[config.mk]
export PLATFORM = sky130hd
export DESIGN_NAME = hmw_halt_ctrl
export DESIGN_NICKNAME = d
export VERILOG_FILES = /design/src/hw/hmw_pkg.sv /design/src/hw/hmw_awu_if.sv /design/src/hw/hmw_awu_timer.sv /design/src/hw/hmw_halt_ctrl.sv
export SDC_FILE = /design/constraint.sdc
export NUM_CORES = 1
export LEC_CHECK = 0
export ABC_AREA = 1
export BUFFER_PORTS_ARGS = -buffer_cell sky130_fd_sc_hd__buf_4
export CAP_MARGIN = 20
export CORE_MARGIN = 2
export CORE_UTILIZATION = 35
export CTS_CLUSTER_SIZE = 20
export DETAILED_ROUTE_END_ITERATION = 7
export GPL_ROUTABILITY_DRIVEN = 0
export PLACE_DENSITY = 0.57
export SLEW_MARGIN = 15
export SYNTH_ARGS = -nofsm -noshare
export SYNTH_HDL_FRONTEND = slang
export SYNTH_SLANG_ARGS = --single-unit
[constraint.sdc]
create_clock -name clk_sys -period 2.3 [get_ports clk_sys]
set_input_delay 0.69 -clock clk_sys [delete_from_list [all_inputs] [get_ports clk_sys]]
set_output_delay 0.69 -clock clk_sys [all_outputs]
set_load 0.01 [all_outputs]
[src/hw/hmw_pkg.sv]
// constants, register map and state encoding for the halt/wake controller
`default_nettype none
package hmw_pkg;
	// register indices as printed; byte address is four times the index
	localparam logic [7:0]  IDX_PRESCALER   = 8'h49;
	localparam logic [7:0]  IDX_CTRL_STATUS = 8'h4A;
	localparam int unsigned APB_AW          = 12;
	localparam logic [11:0] ADDR_PRESCALER  = {2'b00, IDX_PRESCALER, 2'b00};
	localparam logic [11:0] ADDR_CTRL_STAT  = {2'b00, IDX_CTRL_STATUS, 2'b00};
	// control/status field positions
	localparam int unsigned CSR_ENABLE_BIT  = 0;
	localparam int unsigned CSR_MEASURE_BIT = 1;
	localparam int unsigned CSR_FLAG_BIT    = 2;
	// reset values
	localparam logic [7:0]  PRESCALER_RST   = 8'hFF;
	localparam logic [7:0]  PRESCALER_ZERO  = 8'h00;
	localparam logic        CSR_BIT_RST     = 1'b0;
	// timing counts, in clk_sys cycles and rc ticks
	localparam int unsigned STAB_CYCLES     = 256;
	localparam logic [7:0]  STAB_LAST       = 8'(STAB_CYCLES - 1);
	localparam int unsigned RC_FIXED_DIV    = 64;
	localparam logic [5:0]  RC_DIV_LAST     = 6'(RC_FIXED_DIV - 1);
	// low-power controller states
	typedef enum logic [2:0] {
		ST_RUN    = 3'b000,
		ST_HALT   = 3'b001,
		ST_ACTIVE = 3'b010,
		ST_AWU    = 3'b011,
		ST_STAB   = 3'b100
	} hmw_state_e;
endpackage : hmw_pkg
`default_nettype wire

[src/hw/hmw_awu_if.sv]
// link between the controller and the rc wake timer
`timescale 1ns/10ps
`default_nettype none
interface hmw_awu_if;
	logic       run;       // timer counts while high
	logic [7:0] prescaler; // dividing factor
	logic       rc_tick;   // one rc oscillator period
	logic       done;      // delay elapsed, one-cycle pulse
	modport ctrl  (output run, output prescaler, output rc_tick, input done);
	modport timer (input run, input prescaler, input rc_tick, output done);
endinterface : hmw_awu_if
`default_nettype wire

[src/hw/hmw_awu_timer.sv]
// rc wake timer: start-up wait, fixed divide by 64, then prescaler
`timescale 1ns/10ps
`default_nettype none
module hmw_awu_timer
	import hmw_pkg::*;
#(
	parameter int unsigned RC_START_TICKS = 4 // rc start-up, in rc ticks
) (
	input  wire logic clk_sys,
	input  wire logic reset_n,
	hmw_awu_if.timer  awu
);
	localparam logic [7:0] START_LAST = 8'(RC_START_TICKS);

	logic [7:0] start_q;  // start-up ticks seen
	logic [5:0] div_q;    // fixed divider
	logic [7:0] pre_q;    // prescaler count
	logic       fired_q;  // one wake per run
	logic       started;
	logic       div_wrap;
	logic       pre_hit;

	assign started  = (start_q == START_LAST);
	assign div_wrap = started && awu.rc_tick && (div_q == RC_DIV_LAST);
	assign pre_hit  = div_wrap && ((pre_q + 8'h01) >= awu.prescaler);
	assign awu.done = pre_hit && !fired_q && awu.run;

	// counters restart whenever run drops, so each halt gets a full delay
	always_ff @(posedge clk_sys or negedge reset_n) begin
		if (!reset_n) begin
			start_q <= 8'h00;
			div_q   <= 6'h00;
			pre_q   <= 8'h00;
			fired_q <= 1'b0;
		end else if (!awu.run) begin
			start_q <= 8'h00;
			div_q   <= 6'h00;
			pre_q   <= 8'h00;
			fired_q <= 1'b0;
		end else if (!started) begin
			if (awu.rc_tick) begin
				start_q <= start_q + 8'h01;
			end
		end else if (awu.rc_tick) begin
			div_q <= div_q + 6'h01;
			if (div_wrap) begin
				pre_q <= pre_q + 8'h01;
			end
			if (pre_hit) begin
				fired_q <= 1'b1;
			end
		end
	end
endmodule : hmw_awu_timer
`default_nettype wire

[src/hw/hmw_halt_ctrl.sv]
// halt, timed halt and auto-wakeup halt controller with apb registers
`timescale 1ns/10ps
`default_nettype none
// Summary of operation
// - plain halt when no timed halt, no auto-wake
// - plain halt exit waits 256 cycles, then resumes
// - entering plain halt clears interrupt mask
// - plain halt stops oscillator and peripheral clocks
// - halt with watchdog may give watchdog reset
// - timed halt selected from timer enable bits
// - timed halt reset exit waits 256 cycles
// - timed halt interrupt exit resumes at once
// - entering timed halt clears interrupt mask
// - timed halt keeps oscillator and timer running
// - timed halt enabled never gives watchdog reset
// - auto-wake enable selects auto-wake halt
// - rc clock through divider, prescaler sets flag
// - auto-wake event restarts oscillator, waits 256
// - reading control/status clears flag and interrupt
// - measure bit routes rc to capture
// - auto-wake halt exits on reset or interrupt
// - auto-wake halt keeps oscillator and peripherals off
// - interrupt entry pushes and masks, pop restores
// - delay is 64 times prescaler plus start-up
// - prescaler zero forbidden, else factor equals value
// - software writes leave wake flag unchanged
// - prescaler resets to all ones
module hmw_halt_ctrl
	import hmw_pkg::*;
#(
	parameter int unsigned RC_START_TICKS = 4
) (
	input  wire logic                      clk_sys,
	input  wire logic                      reset_n,
	input  wire logic                      psel,
	input  wire logic                      penable,
	input  wire logic                      pwrite,
	input  wire logic [hmw_pkg::APB_AW-1:0] paddr,
	input  wire logic [31:0]               pwdata,
	output logic [31:0]                    prdata,
	output logic                           pready,
	output logic                           pslverr,
	input  wire logic                      halt_instr,
	input  wire logic                      watchdog_active,
	input  wire logic                      watchdog_halt_option,
	input  wire logic                      timebase_irq_enable,
	input  wire logic                      overflow_irq_enable,
	input  wire logic                      timer_select_bit2,
	input  wire logic                      timer_clock_select0,
	input  wire logic                      halt_wake_irq,
	input  wire logic                      active_wake_irq,
	input  wire logic                      wake_reset,
	input  wire logic                      cc_pop,
	input  wire logic                      cc_pop_mask,
	input  wire logic                      rc_tick,
	output logic                           main_osc_en,
	output logic                           periph_clk_en,
	output logic                           timer_clk_en,
	output logic                           rc_osc_en,
	output logic                           capture_in,
	output logic                           cpu_run,
	output logic                           irq_mask,
	output logic                           cc_push,
	output logic                           service_irq,
	output logic                           fetch_reset_vec,
	output logic                           watchdog_reset,
	output logic                           auto_wake_irq,
	output logic                           auto_wake_halt_state
);
	import hmw_pkg::*;

	hmw_awu_if awu ();   // link to the rc wake timer

	hmw_state_e state_q, state_d;   // controller state
	logic [7:0] stab_cnt_q, stab_cnt_d; // stabilisation counter
	logic       cause_rst_q, cause_rst_d; // wake came from reset
	logic [7:0] prescaler_q;        // auto_wake_prescaler
	logic       wake_en_q;          // auto_wake_enable
	logic       measure_q;          // auto_wake_measure
	logic       flag_q;             // auto_wake_flag
	logic       i_mask_q;           // condition_code_register mask bit
	logic [31:0] prdata_q;          // read data latched at setup
	logic       svc_q, svc_d;       // service pulse
	logic       fetch_q, fetch_d;   // reset vector pulse
	logic       wdg_q, wdg_d;       // watchdog reset pulse
	logic       enter_halt;         // any halt state entered

	// apb decode
	wire sel_pre   = (paddr == ADDR_PRESCALER);
	wire sel_csr   = (paddr == ADDR_CTRL_STAT);
	wire mapped    = sel_pre || sel_csr;
	wire setup     = psel && !penable;
	wire access    = psel && penable;
	wire wr_pre    = access && pwrite && sel_pre;
	wire wr_csr    = access && pwrite && sel_csr;
	wire rd_csr    = access && !pwrite && sel_csr;
	wire [7:0] csr_val = {5'b00000, flag_q, measure_q, wake_en_q};
	wire [31:0] rd_mux = sel_pre ? {24'h000000, prescaler_q} :
		sel_csr ? {24'h000000, csr_val} : 32'h00000000;

	// timed halt selection from the timer configuration bits
	wire active_sel = timebase_irq_enable ||
		(overflow_irq_enable && !timer_select_bit2 &&
		timer_clock_select0);
	// the watchdog only resets when timed halt is not selected
	wire wdg_trip = watchdog_active && watchdog_halt_option &&
		!active_sel;
	wire halt_go  = (state_q == ST_RUN) && halt_instr;
	wire stab_end = (state_q == ST_STAB) && (stab_cnt_q == STAB_LAST);

	assign pready  = 1'b1;       // always single-cycle access
	assign pslverr = access && !mapped;
	assign prdata  = prdata_q;

	// next-state logic
	always_comb begin
		state_d     = state_q;
		stab_cnt_d  = stab_cnt_q;
		cause_rst_d = cause_rst_q;
		svc_d       = 1'b0;
		fetch_d     = 1'b0;
		wdg_d       = 1'b0;
		case (state_q)
			ST_RUN: begin
				if (halt_go && wdg_trip) begin
					wdg_d = 1'b1;
				end else if (halt_go && wake_en_q) begin
					state_d = ST_AWU;
				end else if (halt_go && active_sel) begin
					state_d = ST_ACTIVE;
				end else if (halt_go) begin
					state_d = ST_HALT;
				end
			end
			ST_HALT, ST_AWU: begin
				// any wake restarts the oscillator, then waits
				if (wake_reset || halt_wake_irq || awu.done) begin
					state_d     = ST_STAB;
					stab_cnt_d  = 8'h00;
					cause_rst_d = wake_reset;
				end
			end
			ST_ACTIVE: begin
				if (wake_reset) begin
					state_d     = ST_STAB;
					stab_cnt_d  = 8'h00;
					cause_rst_d = 1'b1;
				end else if (active_wake_irq || halt_wake_irq) begin
					state_d = ST_RUN;
					svc_d   = 1'b1;
				end
			end
			ST_STAB: begin
				stab_cnt_d = stab_cnt_q + 8'h01;
				if (stab_end) begin
					state_d = ST_RUN;
					svc_d   = !cause_rst_q;
					fetch_d = cause_rst_q;
				end
			end
			default: begin
				state_d = ST_RUN;
			end
		endcase
	end

	assign enter_halt = halt_go && !wdg_trip;

	// state and pulse registers
	always_ff @(posedge clk_sys or negedge reset_n) begin
		if (!reset_n) begin
			state_q     <= ST_RUN;
			stab_cnt_q  <= 8'h00;
			cause_rst_q <= 1'b0;
			svc_q       <= 1'b0;
			fetch_q     <= 1'b0;
			wdg_q       <= 1'b0;
		end else begin
			state_q     <= state_d;
			stab_cnt_q  <= stab_cnt_d;
			cause_rst_q <= cause_rst_d;
			svc_q       <= svc_d;
			fetch_q     <= fetch_d;
			wdg_q       <= wdg_d;
		end
	end

	// interrupt mask: cleared on halt entry, set on service, restored on pop
	always_ff @(posedge clk_sys or negedge reset_n) begin
		if (!reset_n) begin
			i_mask_q <= 1'b1;
		end else if (enter_halt) begin
			i_mask_q <= 1'b0;
		end else if (svc_q) begin
			i_mask_q <= 1'b1;
		end else if (cc_pop) begin
			i_mask_q <= cc_pop_mask;
		end
	end

	// software registers; zero prescaler writes are dropped
	always_ff @(posedge clk_sys or negedge reset_n) begin
		if (!reset_n) begin
			prescaler_q <= PRESCALER_RST;
			wake_en_q   <= CSR_BIT_RST;
			measure_q   <= CSR_BIT_RST;
		end else begin
			if (wr_pre && (pwdata[7:0] != PRESCALER_ZERO)) begin
				prescaler_q <= pwdata[7:0];
			end
			if (wr_csr) begin
				wake_en_q <= pwdata[CSR_ENABLE_BIT];
				measure_q <= pwdata[CSR_MEASURE_BIT];
			end
		end
	end

	// wake flag: set by the timer, cleared by a read, set wins
	always_ff @(posedge clk_sys or negedge reset_n) begin
		if (!reset_n) begin
			flag_q <= CSR_BIT_RST;
		end else if (awu.done) begin
			flag_q <= 1'b1;
		end else if (rd_csr) begin
			flag_q <= 1'b0;
		end
	end

	// read data is captured in the setup phase so it is a flop output
	always_ff @(posedge clk_sys or negedge reset_n) begin
		if (!reset_n) begin
			prdata_q <= 32'h00000000;
		end else if (setup) begin
			prdata_q <= rd_mux;
		end
	end

	// timer runs only inside auto-wake halt
	assign awu.run       = (state_q == ST_AWU);
	assign awu.prescaler = prescaler_q;
	assign awu.rc_tick   = rc_tick;

	hmw_awu_timer #(
		.RC_START_TICKS(RC_START_TICKS)
	) hmw_awu_timer_i (
		.clk_sys (clk_sys),
		.reset_n (reset_n),
		.awu     (awu.timer)
	);

	// clock gating per state
	wire in_run = (state_q == ST_RUN);
	assign main_osc_en   = (state_q != ST_HALT) &&
		(state_q != ST_AWU);
	assign periph_clk_en = in_run;
	assign timer_clk_en  = in_run ||
		(state_q == ST_ACTIVE);
	assign rc_osc_en     = awu.run || (measure_q && in_run);
	assign capture_in    = measure_q && in_run && rc_tick;
	assign cpu_run       = in_run;
	assign irq_mask      = i_mask_q;
	assign cc_push       = svc_q;
	assign service_irq   = svc_q;
	assign fetch_reset_vec = fetch_q;
	assign watchdog_reset  = wdg_q;
	assign auto_wake_irq   = flag_q;
	assign auto_wake_halt_state = awu.run;
endmodule : hmw_halt_ctrl
`default_nettype wire

# Yosys cells after proc, flatten, opt, wreduce, memory -nomap -nowiden
# Index checks and enable logic that the tools add are counted.
# Widths: inputs -> output; s select.
dict set report word_totals {
  ff_bits 82
  out_inout_bits 47
  input_bits 62
  elab_cells 143
}
dict set report op_classes {
  order_cmp 1
  n_eq_ne 22
  add_sub_neg 4
  mux 44
  n_reduce_logical 56
}
# cell count
set ops {}
lappend ops {{$mux 8} 10}
lappend ops {{$logic_and 1x1->1} 27}
lappend ops {{$mux 3} 9}
lappend ops {{$add 8x1->8 const B} 3}
lappend ops {{$eq 12x9->1 const B} 2}
lappend ops {{$pmux 8 s3} 1}
lappend ops {{$mux 1} 18}
lappend ops {{$mux 6} 3}
lappend ops {{$ne 2x2->1 const B} 6}
lappend ops {{$pmux 3 s4} 1}
lappend ops {{$reduce_and 3->1} 4}
lappend ops {{$eq 8x3->1 const B} 1}
lappend ops {{$eq 8x8->1 const B} 1}
lappend ops {{$ge 8x8->1} 1}
lappend ops {{$logic_not 1->1} 8}
lappend ops {{$reduce_bool 8->1} 1}
lappend ops {{$logic_or 1x1->1} 7}
lappend ops {{$add 6x1->6 const B} 1}
lappend ops {{$eq 3x2->1 const B} 2}
lappend ops {{$eq 6x6->1 const B} 1}
lappend ops {{$ne 2x1->1 const B} 3}
lappend ops {{$reduce_bool 3->1} 2}
lappend ops {{$reduce_and 5->1} 1}
lappend ops {{$ne 4x2->1 const B} 1}
lappend ops {{10 further kinds} 13}

# Depth between registers and ports, before layout
dict set report logic_depth {
  ltp_word 9
  mapped_depth 16
  mapped_depth_nobuf 16
}

# Hierarchy
# A second synthesis with hierarchy kept.
dict set report unflattened {
  hier_cells 486
  area_unflattened_um2 3704.8
}
# mod seq_area_each_um2 instances area_each_um2 cells_each
set modules_own_cells {}
lappend modules_own_cells {hmw_halt_ctrl 887.1 1 2068.2 275}
lappend modules_own_cells {hmw_awu_timer 575.6 1 1636.6 211}

# Least setup slack after synthesis
# No wires, ideal clock.
dict set report synth_path {
  kind {register to register}
  startpoint {register hmw_awu_timer_i.pre_q[0]}
  endpoint {register stab_cnt_q[2]}
  path_stages_with_launch 16
  setup_slack_ps 216
  t_arrival_ps 1967
  required_time_ps 2183
  synth_period_minus_slack_ps 2084
  path_buffers 0
  setup_time_ps 117
  path_cell_list {dfrtp_1 > ha_1 > nand2_1 > nor2_1 > nand2_1 > xor2_1 > inv_1 > ha_1 > nand2_1 > o21a_1 > nand2_1 > nand3_4 > nand2_4 > nand2_4 > nand2_1 > nand2_1}
}
dict set report synth_between {
  elab_chain_len 8
}
# item line_no
set synth_lines {}
lappend synth_lines {{start: declaration} hmw_awu_timer.sv:17} ;# logic [7:0] pre_q;
lappend synth_lines {{start signal: assignment} hmw_awu_timer.sv:47} ;# pre_q <= pre_q + 8'h01;
lappend synth_lines {{$add 8x1->8} hmw_awu_timer.sv:25} ;# assign pre_hit = div_wrap && ((pre_q + 8'h01) >= awu.prescaler);
lappend synth_lines {{$ge 8x8->1} hmw_awu_timer.sv:25}
lappend synth_lines {{$logic_and 1x1->1} hmw_awu_timer.sv:25}
lappend synth_lines {{$logic_and 1x1->1 (2 in a row)} hmw_awu_timer.sv:26} ;# assign awu.done = pre_hit && !fired_q && awu.run;
lappend synth_lines {{$logic_or 1x1->1} hmw_halt_ctrl.sv:137} ;# if (wake_reset || halt_wake_irq || awu.done) begin
lappend synth_lines {{$ne 2x2->1 (no line)} --}
lappend synth_lines {{$reduce_and 3->1 (no line)} --}
lappend synth_lines {{end signal: assignment} hmw_halt_ctrl.sv:180} ;# stab_cnt_q <= stab_cnt_d;
lappend synth_lines {{end: declaration} hmw_halt_ctrl.sv:75} ;# logic [7:0] stab_cnt_q, stab_cnt_d;
# No other way between the ends.
# A chain may end at the register's enable or synchronous reset.

# Worst setup path in the final report
dict set report layout_path {
  startpoint {register hmw_awu_timer_i.pre_q[1]}
  endpoint {register state_q[1]}
}
dict set report layout_between {
  elab_chain_len 8
}
# item line_no
set layout_lines {}
lappend layout_lines {{$add 8x1->8} hmw_awu_timer.sv:25}
lappend layout_lines {{$ge 8x8->1} hmw_awu_timer.sv:25}
lappend layout_lines {{$logic_and 1x1->1} hmw_awu_timer.sv:25}
lappend layout_lines {{$logic_and 1x1->1 (2 in a row)} hmw_awu_timer.sv:26}
lappend layout_lines {{$logic_or 1x1->1} hmw_halt_ctrl.sv:137}
lappend layout_lines {{$ne 2x2->1 (no line)} --}
lappend layout_lines {{$reduce_and 5->1 (no line)} --}
lappend layout_lines {{end signal: assignment} hmw_halt_ctrl.sv:179} ;# state_q <= state_d;
lappend layout_lines {{end: declaration} hmw_halt_ctrl.sv:74} ;# hmw_state_e state_q, state_d;
# No other way between the ends.

==> flow_results.org <==
** Outcome
- Run status :: finished clean

** Worst setup path
- Beginning of the worst register-to-register path :: hmw_awu_timer_i.pre_q[1]
- The critical path is of the reg -> reg type.
- Worst Reg2Reg Path Length in Cells :: 14
- Slack of the worst reg-to-reg path :: 0.11 ns
- Kind of cell with the highest combined delay on the critical path :: simple AND/OR/NAND/NOR gates
- Crit path largest cell delay :: 0.40 ns
- The worst setup path is launched from a flop.
- The worst setup path is captured at a flop.
- Critical path fanouts, max :: 5
- Reg-to-reg endpoint :: state_q[1]
- Critical path, cell by cell :: nand3_2 -> nor3_2 -> nand2_1 -> xor2_2 -> inv_2 -> ha_4 -> a21oi_1 -> o21a_1 -> nand2_2 -> nand3_4 -> nand2_4 -> buf_4 -> nand3_1 -> nand2_1
- Critical-path cell with the highest stage delay :: sky130_fd_sc_hd__dfrtp_1
- Buffers and inverters on the worst path :: 2
- At the worst endpoint, the required time is 2.52 ns.
- In this design, the critical path's most frequently occurring cell is sky130_fd_sc_hd__nand2_1.
- STA puts the critical path data arrival time at 2.41 ns.

** GRT
- Largest net degree at the start of global routing :: 59
- Total gr overflow :: 0
- First-pass GRT wire length :: approximately 12000 um
- Global Route Usage Sum :: 13.9%
- The initial antenna violation count is 0.
- The via count of the first global-routing pass was 2789.

** Cells and area
- Number of antenna cells inserted :: 0
- Share of cells above drive strength 1 :: 28.4%
- The layout has a little under 1000 filler cells.
- Area growth from synthesis to final layout :: 25.1%
- Post-route design area :: 4390 um2
- Final standard cell count with taps included and fillers excluded :: approximately 660
- The final layout contains ~600 nets.

** Power and ir drop
- Cell Pwr Density :: 688 nW/um2
- The analysis attributes to cell leakage a power of 2.15 nW.
- The worst-case IR drop observed on VDD is 0.426 mV.

** Synthesis
- Each instance of the synthesized netlist takes up on average 7.84 um2.
- Yosys printed 0 warnings.
- The synthesized netlist occupies a cell area of between 3000 and 4000 um2.
- In the synthesized netlist, the number of instances is 447.
- Synth Register Bits :: 58
- Of all cell types, the one taking the most synthesized area is sky130_fd_sc_hd__dfrtp_1.
- Sequential fraction of the synthesis area :: 41.7%
- The synthesized design devotes to its leading area cell type 35.0% of total area.
- Cells taking the most area after synthesis :: sky130_fd_sc_hd__dfrtp_1 35%, sky130_fd_sc_hd__nand2_1 11%, sky130_fd_sc_hd__inv_1 6.9%, sky130_fd_sc_hd__dfstp_2 6.7%, sky130_fd_sc_hd__buf_4 5.8%
- The netlist uses 35 different library cells.

** Drt
- Via Count :: 2992
- For this block, the routed nets add up to about 7400 um of wire.
- Average wire per standard cell :: 11.2 um
- DR DRC count :: 0
- Number of violations reported at the end of detailed-routing iteration 0 :: 133
- Drt via density :: between 4 and 5
- TritonRoute pass-1 iters :: 4
- Once detail routing completed, the nets flagged for antenna violations numbered 0.

** Timing
- The final hold violation count came to 0.
- Normalized max-slew margin :: between 40 and 50%
- On the final layout, the worst clock skew is roughly 0.007 ns.
- Final setup viols :: 0
- Setup repair after global routing missed its margin :: true
- The worst path uses around 95% of the clock period.
- Actual transition at the worst max-transition pin :: 0.766 ns
- The number of pins exceeding their max-slew limit in the final report came to 0.
- Max Freq :: roughly 460 MHz
- For the finished layout, the period the worst path requires is 2.19 ns.
- Hold Slack :: around 0.44 ns

** Job
- The tool flagged a number of max-cap violations equal to 0.

** Place
- Count of input and output buffers :: 59
- Including well taps, the total number of placed cells is 641.
- In this run the cell area measured after placement is approximately 4100 um2.
- Sum of net half-perimeters after detailed placement :: approximately 5500 um

** Die
- Placeable core region :: 9730 um2
- The initialized floorplan defines 36 standard-cell rows.
- For this configuration, the core starts out at a cell density of between 30% and 40%.
- The floorplan step defined a die boundary enclosing ~11000 um2.
- 109 I/O pins were placed.
- The floorplan step set the die height to 104 um.
- Die outline width :: 104 um

** Clock tree
- Clock tree from TritonCTS :: built
- Clock Sink Count :: 58
- Later-pin clock latency in the skew report :: 0.33 ns
- Maximum buffer depth of the clock tree :: 2
- Clock root buffer :: sky130_fd_sc_hd__clkbuf_8
- Clock transition at path regs :: 0.07 ns
- In this run the number of H-tree levels came out at 3.
- Number of buffers added by the clock tree synthesis step :: 9

** Min path
- Class of the worst hold path :: in -> async
Yosys cell counts:
cell,n
sky130_fd_sc_hd__dfstp_2,9
sky130_fd_sc_hd__o32ai_1,1
sky130_fd_sc_hd__inv_1,64
sky130_fd_sc_hd__o31ai_2,1
sky130_fd_sc_hd__dfrtp_1,49
sky130_fd_sc_hd__or2_2,5
sky130_fd_sc_hd__o31ai_1,6
sky130_fd_sc_hd__nand4_1,11
sky130_fd_sc_hd__nand3b_1,4
sky130_fd_sc_hd__nor3_1,7
sky130_fd_sc_hd__conb_1,2
sky130_fd_sc_hd__a21oi_1,19
sky130_fd_sc_hd__buf_4,27
sky130_fd_sc_hd__o22ai_1,1
sky130_fd_sc_hd__or2_1,1
sky130_fd_sc_hd__nand3_2,3
sky130_fd_sc_hd__inv_2,7
sky130_fd_sc_hd__nand2_2,2
sky130_fd_sc_hd__o21ai_0,16
sky130_fd_sc_hd__ha_1,13
sky130_fd_sc_hd__clkbuf_1,1
sky130_fd_sc_hd__nand3_1,22
sky130_fd_sc_hd__o21ai_1,14
sky130_fd_sc_hd__nand2_1,104
sky130_fd_sc_hd__buf_2,2
sky130_fd_sc_hd__nor2_4,5
sky130_fd_sc_hd__xor2_1,5
sky130_fd_sc_hd__o211ai_4,1
sky130_fd_sc_hd__nand2_4,3
sky130_fd_sc_hd__a22oi_1,1
sky130_fd_sc_hd__nor2_2,4
sky130_fd_sc_hd__o21a_1,3
sky130_fd_sc_hd__nor3_2,1
sky130_fd_sc_hd__nand3_4,1
sky130_fd_sc_hd__nor2_1,32
worst max path at each step:
stage	from	end	slack (ns)	cells past startpoint
floorplan	hmw_awu_timer_i.pre_q[0]	stab_cnt_q[2]	0.22	15
global placement	hmw_awu_timer_i.pre_q[0]	stab_cnt_q[1]	0.04	15
detailed placement	hmw_awu_timer_i.pre_q[1]	stab_cnt_q[7]	-0.02	15
CTS	hmw_awu_timer_i.pre_q[1]	stab_cnt_q[6]	0.03	15
global route	hmw_awu_timer_i.pre_q[1]	state_q[1]	-0.05	14
finish	hmw_awu_timer_i.pre_q[1]	state_q[1]	0.11	14
cell usage in the layout, fill, tap and decap left out, types with 10 or more instances in the layout:
cell type,synthesis,final
sky130_fd_sc_hd__nand2_1,104,93
sky130_fd_sc_hd__conb_1,2,25
sky130_fd_sc_hd__dfrtp_1,49,49
sky130_fd_sc_hd__clkbuf_8,0,10
sky130_fd_sc_hd__inv_1,64,63
sky130_fd_sc_hd__a21oi_1,19,19
sky130_fd_sc_hd__nand2_2,2,13
sky130_fd_sc_hd__nor2_1,32,30
sky130_fd_sc_hd__o21ai_1,14,14
sky130_fd_sc_hd__nand3_1,22,21
sky130_fd_sc_hd__ha_1,13,11
sky130_fd_sc_hd__buf_4,27,72
sky130_fd_sc_hd__nand4_1,11,11
sky130_fd_sc_hd__o21ai_0,16,16
layout make-up:
class | count | area (um2) | area share [%]
clock inverters | 6 | 80.1 | 1.83
well taps | 133 | 166 | 3.79
clock buffers | 10 | 138 | 3.14
inverters | 71 | 267 | 6.08
flip-flops and latches | 58 | 1460 | 33.3
repair buffers | 72 | 541 | 12.3
multi-input cells | 311 | 1730 | 39.5
kinds of logic after synthesis:
kind of cell	Yosys count	share of synthesized area, %
AOI/OAI and AO/OA	63	10.5
DFF	58	41.7
xor gates and xnor gates	5	1.25
adders and majority gates	13	4.64
buffers and inverters	101	13.8
other	2	0.214
and+or+nand+nor	205	27.9
sequential cells by signal, summed over array words and instances, names as in the netlist:
register / count
stab_cnt_q: 8
irq_mask: 1
cc_push: 1
wake_en_q: 1
fetch_reset_vec: 1
hmw_awu_timer_i.pre_q: 8
prdata: 8
measure_q: 1
hmw_awu_timer_i.start_q: 8
auto_wake_irq: 1
cause_rst_q: 1
hmw_awu_timer_i.div_q: 6
hmw_awu_timer_i.fired_q: 1
awu.prescaler: 8
state_q: 3
watchdog_reset: 1
routing by layer:
metal  up-vias  routed length, um  share of wire, %  track usage [%]
met4         0                 61              0.83             3.76
li1       1537                  -                 -                -
met3         7                296               4.0             4.26
met5         -                  0                 0                0
met2        60               3790                51             24.9
met1      1388               3230                44             16.1
timing repair:
action,4_1_cts,5_1_grt
resized for setup,1,21
hold buffers,0,0
buffers inserted,1,3
endpoints found under the setup margin,9,15
pin swaps,0,10
gates cloned,0,0
metrics by stage:
| step | power [W] | utilization [%] | setup slack [ns] | TNS (ns) |
|---|---|---|---|---|
| after detailed placement | 0.00196 | 41.7 | -0.0170 | -0.0695 |
| after global placement | 0.00194 | 41.7 | 0.0365 | 0 |
| after global routing | 0.00321 | 45.1 | -0.0483 | -0.378 |
| final | 0.00302 | 45.1 | 0.112 | 0 |
| after floorplan | 0.00171 | - | 0.216 | 0 |
| after CTS | 0.00302 | 44.0 | 0.0326 | 0 |
report_power, final:
part	switching [W]	total, W	internal (W)
clock	0.000402	0.00103	0.000632
combinational	0.000477	0.000773	0.000295
sequential	0.0000959	0.00121	0.00112
Note: power is estimated with default switching activity, not from simulation.
